File: config.mk
export PLATFORM = sky130hd
export DESIGN_NAME = isc_top
export DESIGN_NICKNAME = d
export VERILOG_FILES = /design/src/design/isc_pkg.sv /design/src/design/isc_stack.sv /design/src/design/isc_top.sv
export SDC_FILE = /design/constraint.sdc
export NUM_CORES = 1
export LEC_CHECK = 0
export BUFFER_PORTS_ARGS = -buffer_cell sky130_fd_sc_hd__buf_2
export CAP_MARGIN = 15
export CORE_MARGIN = 4
export CORE_UTILIZATION = 48
export DETAILED_ROUTE_END_ITERATION = 10
export PLACE_DENSITY_LB_ADDON = 0.15
export SYNTH_ARGS = -nofsm -noshare
export SYNTH_HDL_FRONTEND = slang
export SYNTH_SLANG_ARGS = --single-unit
File: constraint.sdc
create_clock -name clock_i -period 85.8 [get_ports clock_i]
set_input_delay 12.87 -clock clock_i [delete_from_list [all_inputs] [get_ports clock_i]]
set_output_delay 12.87 -clock clock_i [all_outputs]
set_load 0.01 [all_outputs]
File: src/design/isc_pkg.sv
package isc_pkg;
  // -------------------------------------------------------------
  // sizes
  // -------------------------------------------------------------
  localparam int NUM_SRC = 32;
  localparam int SRC_W = 5;
  localparam int PRIO_W = 3;
  localparam int STACK_DEPTH = 8;
  localparam int ADDR_W = 8;
  localparam int DATA_W = 32;
  localparam int SYS_W = 8;
  localparam int EXT_W = 4;
  localparam int EXT_BASE = 28;

  // -------------------------------------------------------------
  // register offsets (byte addresses)
  // -------------------------------------------------------------
  localparam logic [7:0] SMR_BASE = 8'h00;
  localparam logic [7:0] VECTOR_OFS = 8'h80;
  localparam logic [7:0] FAST_VECTOR_OFS = 8'h84;
  localparam logic [7:0] CURRENT_NUM_OFS = 8'h88;
  localparam logic [7:0] PENDING_OFS = 8'h8c;
  localparam logic [7:0] MASK_OFS = 8'h90;
  localparam logic [7:0] CORE_STATUS_OFS = 8'h94;
  localparam logic [7:0] ENABLE_CMD_OFS = 8'ha0;
  localparam logic [7:0] DISABLE_CMD_OFS = 8'ha4;
  localparam logic [7:0] CLEAR_CMD_OFS = 8'ha8;
  localparam logic [7:0] SET_CMD_OFS = 8'hac;
  localparam logic [7:0] END_CMD_OFS = 8'hb0;
  localparam logic [7:0] FORCE_OFS = 8'hb4;
  localparam logic [7:0] CONTROL_OFS = 8'hb8;

  // -------------------------------------------------------------
  // source mode fields: bits 2:0 priority, bits 6:5 trigger type
  // -------------------------------------------------------------
  localparam int PRIO_LSB = 0;
  localparam int TRIG_LSB = 5;
  localparam int CTRL_GMASK_BIT = 1;
  localparam logic [1:0] TRIG_LEVEL_ACT = 2'h0; // internal level, ext low level
  localparam logic [1:0] TRIG_EDGE_ACT = 2'h1; // internal edge, ext falling edge
  localparam logic [1:0] TRIG_LEVEL_HI = 2'h2; // high level
  localparam logic [1:0] TRIG_EDGE_RISE = 2'h3; // rising edge
  localparam logic [1:0] TRIG_RESET = 2'h0;
  localparam logic [2:0] PRIO_RESET = 3'h0;
  localparam logic [31:0] MASK_RESET = 32'h0000_0000;
endpackage

File: src/design/isc_stack.sv
// small memory holding the nested current number and level
module isc_stack
  import isc_pkg::*;
#(
  parameter int DEPTH = STACK_DEPTH,
  parameter int WIDTH = SRC_W + PRIO_W
)
(
  input wire logic clock_i,
  input wire logic we_i,
  input wire logic [$clog2(DEPTH)-1:0] waddr_i,
  input wire logic [WIDTH-1:0] wdata_i,
  input wire logic [$clog2(DEPTH)-1:0] raddr_i,
  output logic [WIDTH-1:0] rdata_o
);
  // -------------------------------------------------------------
  // storage
  // -------------------------------------------------------------
  logic [WIDTH-1:0] mem_q [DEPTH]; // entries, not reset: validity tracked by depth counter

  // registered read port keeps the caller's timing deterministic
  always_ff @(posedge clock_i)
  begin
    if (we_i)
    begin
      mem_q[waddr_i] <= wdata_i;
    end
    rdata_o <= mem_q[raddr_i];
  end
endmodule

File: src/design/isc_top.sv
// Behaviour
// - always clocked, no power management gating
// - request outputs also act as wakeup
// - global mask wakes without driving normal request; fast request still driven
// - source 0 comes from fast pin
// - source 1 is OR of system lines
// - sources 2..31 peripheral or external lines
// - peripheral id equals source number
// - per-source mode register selects trigger
// - internal sources level or edge only
// - external sources four trigger conditions
// - write-one enable/disable, readable mask
// - disabled source never affects others
// - set forces pending, clear drops edge
// - set/clear ignored on level sources
// - vector read clears current edge only
// - no auto clear for fast forced source
// - source 0 cleared on fast vector read
// - pending shows activity regardless of mask
// - status returns current source number
// - core status mirrors request outputs
// - pin inputs pass a two-stage synchroniser
// - priority 0..7, ties to lowest number
// - vector read deasserts normal request
// - eight-entry nesting stack
//
// The address-and-strobe port and the register addresses were decided locally.
module isc_top
  import isc_pkg::*;
(
  input wire logic clock_i,
  input wire logic rst_i,
  input wire logic fast_irq_pin_i,
  input wire logic [isc_pkg::SYS_W-1:0] system_source_i,
  input wire logic [isc_pkg::EXT_BASE-1:2] periph_id_n_i,
  input wire logic [isc_pkg::EXT_W-1:0] ext_irq_pins_i,
  input wire logic [isc_pkg::ADDR_W-1:0] addr_i,
  input wire logic [isc_pkg::DATA_W-1:0] wdata_i,
  input wire logic wr_i,
  input wire logic rd_i,
  output logic [isc_pkg::DATA_W-1:0] rdata_o,
  output logic normal_req_n_o,
  output logic fast_req_n_o,
  output logic wakeup_o
);
  import isc_pkg::*;

  // -------------------------------------------------------------
  // state
  // -------------------------------------------------------------
  typedef struct packed {
    logic [NUM_SRC-1:0] ext_s1; // first synchroniser stage
    logic [NUM_SRC-1:0] ext_s2; // second synchroniser stage
    logic [NUM_SRC-1:0] prev; // previous raw level for edge detect
    logic [NUM_SRC-1:0] edge_lat; // latched edges
    logic [NUM_SRC-1:0] mask; // enables
    logic [NUM_SRC-1:0] force_fast; // fast forcing selects
    logic [NUM_SRC*2-1:0] trig; // trigger type per source
    logic [NUM_SRC*3-1:0] prio; // priority per source
    logic [SRC_W-1:0] cur_num; // current interrupt number
    logic [PRIO_W-1:0] cur_lvl; // current level
    logic [3:0] depth; // nesting depth
    logic gmask; // global request mask
    logic nreq_n; // normal request, active low
    logic freq_n; // fast request, active low
    logic wake; // wakeup, held high while any candidate is present
    logic rd_pend; // read data pending from stack
    logic [DATA_W-1:0] rdata; // read data
  } isc_state_t;

  isc_state_t st_q;
  isc_state_t st_d;

  logic [NUM_SRC-1:0] raw; // per-source input level before trigger logic
  logic [NUM_SRC-1:0] is_ext; // sources wired to pins
  logic [NUM_SRC-1:0] active; // level/edge condition per source
  logic [NUM_SRC-1:0] pend; // pending image
  logic [NUM_SRC-1:0] is_edge; // trigger is edge
  logic [SRC_W-1:0] win_num; // arbitration winner
  logic [PRIO_W-1:0] win_lvl; // winner level
  logic win_vld; // any normal candidate
  logic [SRC_W+PRIO_W-1:0] stk_rdata; // popped entry
  logic stk_we; // push strobe
  logic [2:0] stk_waddr; // push address
  logic [2:0] stk_raddr; // address of the entry under the top of stack

  // -------------------------------------------------------------
  // input stage
  // -------------------------------------------------------------
  // source 0 from the fast pin, 1 from the system OR, pins on the top sources
  always_comb
  begin
    raw = '0;
    raw[0] = st_q.ext_s2[0];
    raw[1] = |system_source_i;
    raw[EXT_BASE-1:2] = periph_id_n_i;
    raw[NUM_SRC-1:EXT_BASE] = st_q.ext_s2[NUM_SRC-1:EXT_BASE];
    is_ext = '0;
    is_ext[0] = 1'b1;
    is_ext[NUM_SRC-1:EXT_BASE] = '1;
  end

  // per-source trigger decode
  genvar g;
  generate
    for (g = 0; g < NUM_SRC; g++)
    begin : gen_src
      logic [1:0] tt;
      logic lvl;
      assign tt = st_q.trig[g*2 +: 2];
      // internal sources ignore the polarity bit; it is handled internally
      assign lvl = (is_ext[g] && !tt[1]) ? !raw[g] : raw[g];
      assign is_edge[g] = tt[0];
      assign active[g] = is_edge[g] ? st_q.edge_lat[g] : lvl;
      assign pend[g] = active[g];
    end
  endgenerate

  // -------------------------------------------------------------
  // priority arbitration over enabled, non-forced sources 1..31
  // -------------------------------------------------------------
  always_comb
  begin
    win_num = '0;
    win_lvl = '0;
    win_vld = 1'b0;
    for (int i = NUM_SRC - 1; i >= 1; i--)
    begin
      // masked sources are excluded here so they never steal service
      if (pend[i] && st_q.mask[i] && !st_q.force_fast[i])
      begin
        // descending scan with >= lets the lowest number win ties
        if (!win_vld || st_q.prio[i*3 +: 3] >= win_lvl)
        begin
          win_num = SRC_W'(i);
          win_lvl = st_q.prio[i*3 +: 3];
          win_vld = 1'b1;
        end
      end
    end
  end

  // -------------------------------------------------------------
  // next state
  // -------------------------------------------------------------
  always_comb
  begin
    logic wr_vec;
    logic rd_vec;
    logic rd_fvec;
    logic fast_cand;
    logic norm_cand;
    logic [NUM_SRC-1:0] edge_now;
    logic [NUM_SRC-1:0] clr;
    logic [NUM_SRC-1:0] setb;
    logic [4:0] idx;
    st_d = st_q;
    fast_cand = 1'b0;
    norm_cand = 1'b0;
    edge_now = '0;
    wr_vec = 1'b0;
    rd_vec = rd_i && (addr_i == VECTOR_OFS);
    rd_fvec = rd_i && (addr_i == FAST_VECTOR_OFS);
    clr = '0;
    setb = '0;
    idx = addr_i[6:2];
    stk_we = 1'b0;
    stk_waddr = st_q.depth[2:0];
    // a pop restores the entry under the top one, so address it before the pop lands
    stk_raddr = 3'(st_q.depth - 4'h2);
    st_d.rd_pend = 1'b0;

    // pin synchronisers; only stage two is read by logic
    st_d.ext_s1[0] = fast_irq_pin_i;
    st_d.ext_s1[NUM_SRC-1:EXT_BASE] = ext_irq_pins_i;
    st_d.ext_s2 = st_q.ext_s1;
    st_d.prev = raw;

    // edge detection follows the selected polarity
    for (int i = 0; i < NUM_SRC; i++)
    begin
      edge_now[i] = (is_ext[i] && !st_q.trig[i*2+1]) ? (st_q.prev[i] && !raw[i])
                                                     : (!st_q.prev[i] && raw[i]);
    end

    // register writes
    if (wr_i)
    begin
      if (addr_i < VECTOR_OFS)
      begin
        st_d.prio[idx*3 +: 3] = wdata_i[PRIO_LSB +: PRIO_W];
        st_d.trig[idx*2 +: 2] = wdata_i[TRIG_LSB +: 2];
      end
      case (addr_i)
        ENABLE_CMD_OFS: st_d.mask = st_q.mask | wdata_i;
        DISABLE_CMD_OFS: st_d.mask = st_q.mask & ~wdata_i;
        SET_CMD_OFS: setb = wdata_i;
        CLEAR_CMD_OFS: clr = wdata_i;
        FORCE_OFS: st_d.force_fast = wdata_i;
        CONTROL_OFS: st_d.gmask = wdata_i[CTRL_GMASK_BIT];
        END_CMD_OFS:
        begin
          // pop restores the interrupted number and level
          wr_vec = 1'b1;
          if (st_q.depth != 4'h0)
          begin
            st_d.depth = st_q.depth - 4'h1;
            st_d.rd_pend = 1'b1;
          end
        end
        default: ;
      endcase
    end

    // restored entry lands one cycle after the pop
    if (st_q.rd_pend)
    begin
      if (st_q.depth != 4'h0)
      begin
        st_d.cur_num = stk_rdata[SRC_W+PRIO_W-1:PRIO_W];
        st_d.cur_lvl = stk_rdata[PRIO_W-1:0];
      end
      else
      begin
        st_d.cur_num = '0;
        st_d.cur_lvl = '0;
      end
    end

    // vector read takes the winner, pushes it and clears its edge
    if (rd_vec && win_vld)
    begin
      st_d.cur_num = win_num;
      st_d.cur_lvl = win_lvl;
      if (st_q.depth < 4'(STACK_DEPTH))
      begin
        stk_we = 1'b1;
        stk_waddr = st_q.depth[2:0];
        st_d.depth = st_q.depth + 4'h1;
      end
      if (!st_q.force_fast[win_num])
      begin
        clr[win_num] = 1'b1;
      end
    end
    if (rd_fvec)
    begin
      clr[0] = 1'b1;
    end

    // edge latch: set and new edges beat any clear in the same cycle
    for (int i = 0; i < NUM_SRC; i++)
    begin
      if (is_edge[i])
      begin
        if (edge_now[i] || setb[i])
        begin
          st_d.edge_lat[i] = 1'b1;
        end
        else if (clr[i])
        begin
          st_d.edge_lat[i] = 1'b0;
        end
      end
      else
      begin
        st_d.edge_lat[i] = 1'b0;
      end
    end

    // request generation; the normal line waits for a higher level when nested
    fast_cand = (pend[0] && st_q.mask[0]) || |(pend & st_q.mask & st_q.force_fast);
    norm_cand = win_vld && (st_q.depth == 4'h0 || win_lvl > st_q.cur_lvl);
    st_d.freq_n = !fast_cand;
    if (rd_vec)
    begin
      st_d.nreq_n = 1'b1;
    end
    else
    begin
      st_d.nreq_n = !(norm_cand && !st_q.gmask);
    end
    // wake on any candidate even when the global mask holds the line
    st_d.wake = fast_cand || norm_cand;

    // read data
    st_d.rdata = '0;
    if (rd_i)
    begin
      if (addr_i < VECTOR_OFS)
      begin
        st_d.rdata[PRIO_LSB +: PRIO_W] = st_q.prio[idx*3 +: 3];
        st_d.rdata[TRIG_LSB +: 2] = st_q.trig[idx*2 +: 2];
      end
      case (addr_i)
        VECTOR_OFS: st_d.rdata = DATA_W'(win_num);
        FAST_VECTOR_OFS: st_d.rdata = '0;
        CURRENT_NUM_OFS: st_d.rdata = DATA_W'(st_q.cur_num);
        PENDING_OFS: st_d.rdata = pend;
        MASK_OFS: st_d.rdata = st_q.mask;
        CORE_STATUS_OFS: st_d.rdata = {30'h0, !st_q.nreq_n, !st_q.freq_n};
        FORCE_OFS: st_d.rdata = st_q.force_fast;
        CONTROL_OFS: st_d.rdata[CTRL_GMASK_BIT] = st_q.gmask;
        default: ;
      endcase
    end
    if (wr_vec)
    begin
      st_d.rdata = '0;
    end
  end

  // -------------------------------------------------------------
  // registers
  // -------------------------------------------------------------
  // free-running clock, never gated by power management
  always_ff @(posedge clock_i)
  begin
    if (rst_i)
    begin
      st_q <= '0;
      st_q.nreq_n <= 1'b1;
      st_q.freq_n <= 1'b1;
      st_q.mask <= MASK_RESET;
    end
    else
    begin
      st_q <= st_d;
    end
  end

  // nesting stack
  isc_stack #(
    .DEPTH(STACK_DEPTH),
    .WIDTH(SRC_W + PRIO_W)
  ) u_stack (
    .clock_i(clock_i),
    .we_i(stk_we),
    .waddr_i(stk_waddr),
    .wdata_i({st_d.cur_num, st_d.cur_lvl}),
    .raddr_i(stk_raddr),
    .rdata_o(stk_rdata)
  );

  assign rdata_o = st_q.rdata;
  assign normal_req_n_o = st_q.nreq_n;
  assign fast_req_n_o = st_q.freq_n;
  assign wakeup_o = st_q.wake;
endmodule

==> results.cfg <==
[detailed_routing]
via_count = 23200
ant_nets = 0
drt_wl_total_mm = 91.5
viasPerCell = 6.52
dr.first_iter.drc_count = 2683
routedWlPerCell_um = 25.7
firstDrtPassIters = 9
drcViolationCount = 0

[cts]
cts.reportedPaths.clkPinSlew_ps = 60
post_cts_resized = 0
cts_tree = yes
clk_latency_ps = 590
cts_made_buffers = 46
cts_max_level = 2
hold_buffers = 0
clock_sinks = 419
postCtsSetupBuffers = 0
ctsRootBufferMaster = clkbuf_16
cts_buffer_depth = 3

[placement]
placed_area_um2 = 25500
hpwlAfterDp_mm = 67.8
io_buffers = 117
dpl_worst_slack_ps = 32900
gp_congestion = 1.00
dp_cells = 3479

[power_and_ir_drop]
peakVddDrop_uv = 14.9
seqPwrFrac = 0.473
p_leak_nw = 9.69
clockPowerShare = 0.459
power_density_nw_per_um2 = 15.8
switching_share = 0.249
switching_power_mw = 0.106
pwr-share-comb = 0.068
p_int_mw = 0.320
fin_total_pwr_mw = 0.426

[sta]
fmax_mhz = 18.8
rsz0062_at_grt = false
setup-violations-final = 0
slew_headroom = 0.148
holdWs_ps = 432
finalHoldViolCount = 0
fin_ws_ps = 32750
post-route-min-period_ps = 53050
post-route-period-util = 0.618
finalMaxSlewViolations = 0
skew_ps = 41.8
tightest_slew_ps = 1270
setup_tns_ps = 0

[final_layout]
utilization = 0.534
final_nets = 3023
area.sequential_um2 = 9030
num_antenna_cells = 0
drive_gt1_frac = 0.130
n_fill_cell = 4731
area_growth_syn_to_layout_pct = 9.50
final_common_cell = nand2_1
multi_input_area_um2 = 14500
instances_no_fill = 3565
mostFrequentLayoutCells = 362 x nand2_1, 355 x dfxtp_1, 265 x nor2_1, 242 x a21oi_1, 115 x buf_2
final_area_um2 = 27000

[setup_path]
critPathArrivalTime_ps = 53460
crit_path_start_kind = input pin
critPathSlowestCell = nor3_2
cp_max_fo = 10
reg2reg_depth = 208
path_class = in -> reg
critPathMostFrequentCell = ha_1
critPathCaptureType = register
critPathRequiredTime_ps = 86210
cpPeakStageDelay_ps = 1010

[die]
io_pins = 118
row_count = 82
start_util = 0.488
chipWidth_um = 235
die_h_um = 235
dieArea_um2 = 55000
core_area_um2 = 50500

[logic_synthesis]
synth_nets = 3007
ys_seq_elements = 419
async_reset_ff_frac = 0
synth_edf_count = 64
yosys_warnings = 0
syn_avg_cell_area_um2 = 8.67
syn_inst = 2842
yosysSeqAreaShare = 0.367
syn_area_um2 = 24600
synth_cell_types = 112
synth_flop_cell = dfxtp_1

[min_path]
hold_path_depth = 1
hp-class = reg -> reg

[global_route]
grt_use_total = 0.327
antenna_found_initial = 1
grt_start_max_net_pins = 85
grt_pass1_vias = 21800
grt_pass1_wl_mm = 137
grt_overflow = 0

[run_status]
outcome = finished, final reports clean

[flow_run]
drv_cap = 0
[final timing paths]
path | startpoint | end | slack [ps]
worst max-delay path | periph_id_n_i[27] | st_q[304] | 32750
worst min-delay path | st_d[366] | raw[29] | 430
worst max register to register | gen_src[31].tt[1] | st_q[304] | 39310
worst min register to register | st_d[366] | raw[29] | 430
[cell usage after synthesis, types with 11 or more instances]
| master | n | area [um2] |
|---|---|---|
| nand2b_1 | 64 | 400 |
| a211o_1 | 23 | 201 |
| dfxtp_1 | 355 | 7110 |
| o22a_1 | 15 | 131 |
| a31oi_1 | 37 | 231 |
| nor4_1 | 15 | 93.8 |
| nor2b_1 | 80 | 500 |
| mux2i_1 | 55 | 551 |
| nand3_1 | 110 | 551 |
| clkbuf_1 | 124 | 465 |
| a211oi_1 | 17 | 128 |
| a21oi_1 | 242 | 1210 |
| mux2_2 | 34 | 383 |
| nand3b_1 | 18 | 135 |
| o21ai_0 | 103 | 515 |
| nand2_1 | 363 | 1360 |
| and2_1 | 32 | 200 |
| a221oi_1 | 13 | 114 |
| mux4_2 | 66 | 1490 |
| nor3b_1 | 11 | 82.6 |
| buf_4 | 32 | 240 |
| edfxtp_1 | 64 | 1920 |
| a222oi_1 | 32 | 320 |
| nand4_1 | 28 | 175 |
| o31ai_1 | 14 | 105 |
| ha_1 | 82 | 1030 |
| o21a_1 | 23 | 173 |
| o211ai_1 | 21 | 158 |
| a311oi_1 | 42 | 368 |
| a21boi_0 | 13 | 97.6 |
| nor3_1 | 48 | 240 |
| o22ai_1 | 17 | 106 |
| or2_2 | 15 | 93.8 |
| a21o_1 | 24 | 180 |
| and3_1 | 24 | 150 |
| nor2_1 | 267 | 1000 |
| inv_1 | 94 | 353 |
[logic make-up after synthesis]
group / Yosys count / share of synthesized area
AND/OR/NAND/NOR: 1121 / 0.220
adder cells (fa/ha/maj): 84 / 0.0425
buffers and inverters: 268 / 0.0466
flip-flops: 419 / 0.367
XOR/XNOR: 10 / 0.00356
multiplexers: 156 / 0.0987
AO/OA/AOI/OAI: 784 / 0.222
[power by group through the flow]
| stage | Clock [mW] | Sequential [mW] | Combinational (mW) |
|---|---|---|---|
| 2_1_floorplan | 0 | 0.205 | 0.0175 |
| 3_3_place_gp | 0 | 0.206 | 0.0277 |
| 3_5_place_dp | 0 | 0.206 | 0.0280 |
| 4_1_cts | 0.198 | 0.201 | 0.0281 |
| 5_1_grt | 0.206 | 0.201 | 0.0306 |
| 6_report | 0.195 | 0.201 | 0.0289 |
[final cells by class]
type | count | area share
Multi-Input combinational cell | 2155 | 0.537
Sequential cell | 419 | 0.335
Clock buffer | 69 | 0.0497
Tap cell | 672 | 0.0312
Timing Repair Buffer | 140 | 0.0287
Inverter | 96 | 0.0134
Clock inverter | 14 | 0.00487
[registers in the layout, indices dropped and copies added, names as in the netlist, named ones only]
register / flops
fast_req_n_o: 1
gen_src.tt: 64
normal_req_n_o: 1
raw: 5
rdata_o: 32
st_d: 5
st_q: 206
u_stack.mem_q: 64
u_stack.rdata_o: 8
wakeup_o: 1
[routing by layer]
layer  wire length, um  track usage  share of wire
met4              3730        0.125          0.041
met2             40200        0.507           0.44
met5                10            0        0.00011
met1             39600        0.461           0.43
met3              7970       0.0530          0.087
[worst max-delay path: cells and delay by family]
kind	cells	cell delay [ps]
compound gates	74	17630
fa+ha+maj	27	7120
mux	7	2370
buf+inv	6	500
simple gates	73	12950
Note: power is estimated with default switching activity, not from simulation.
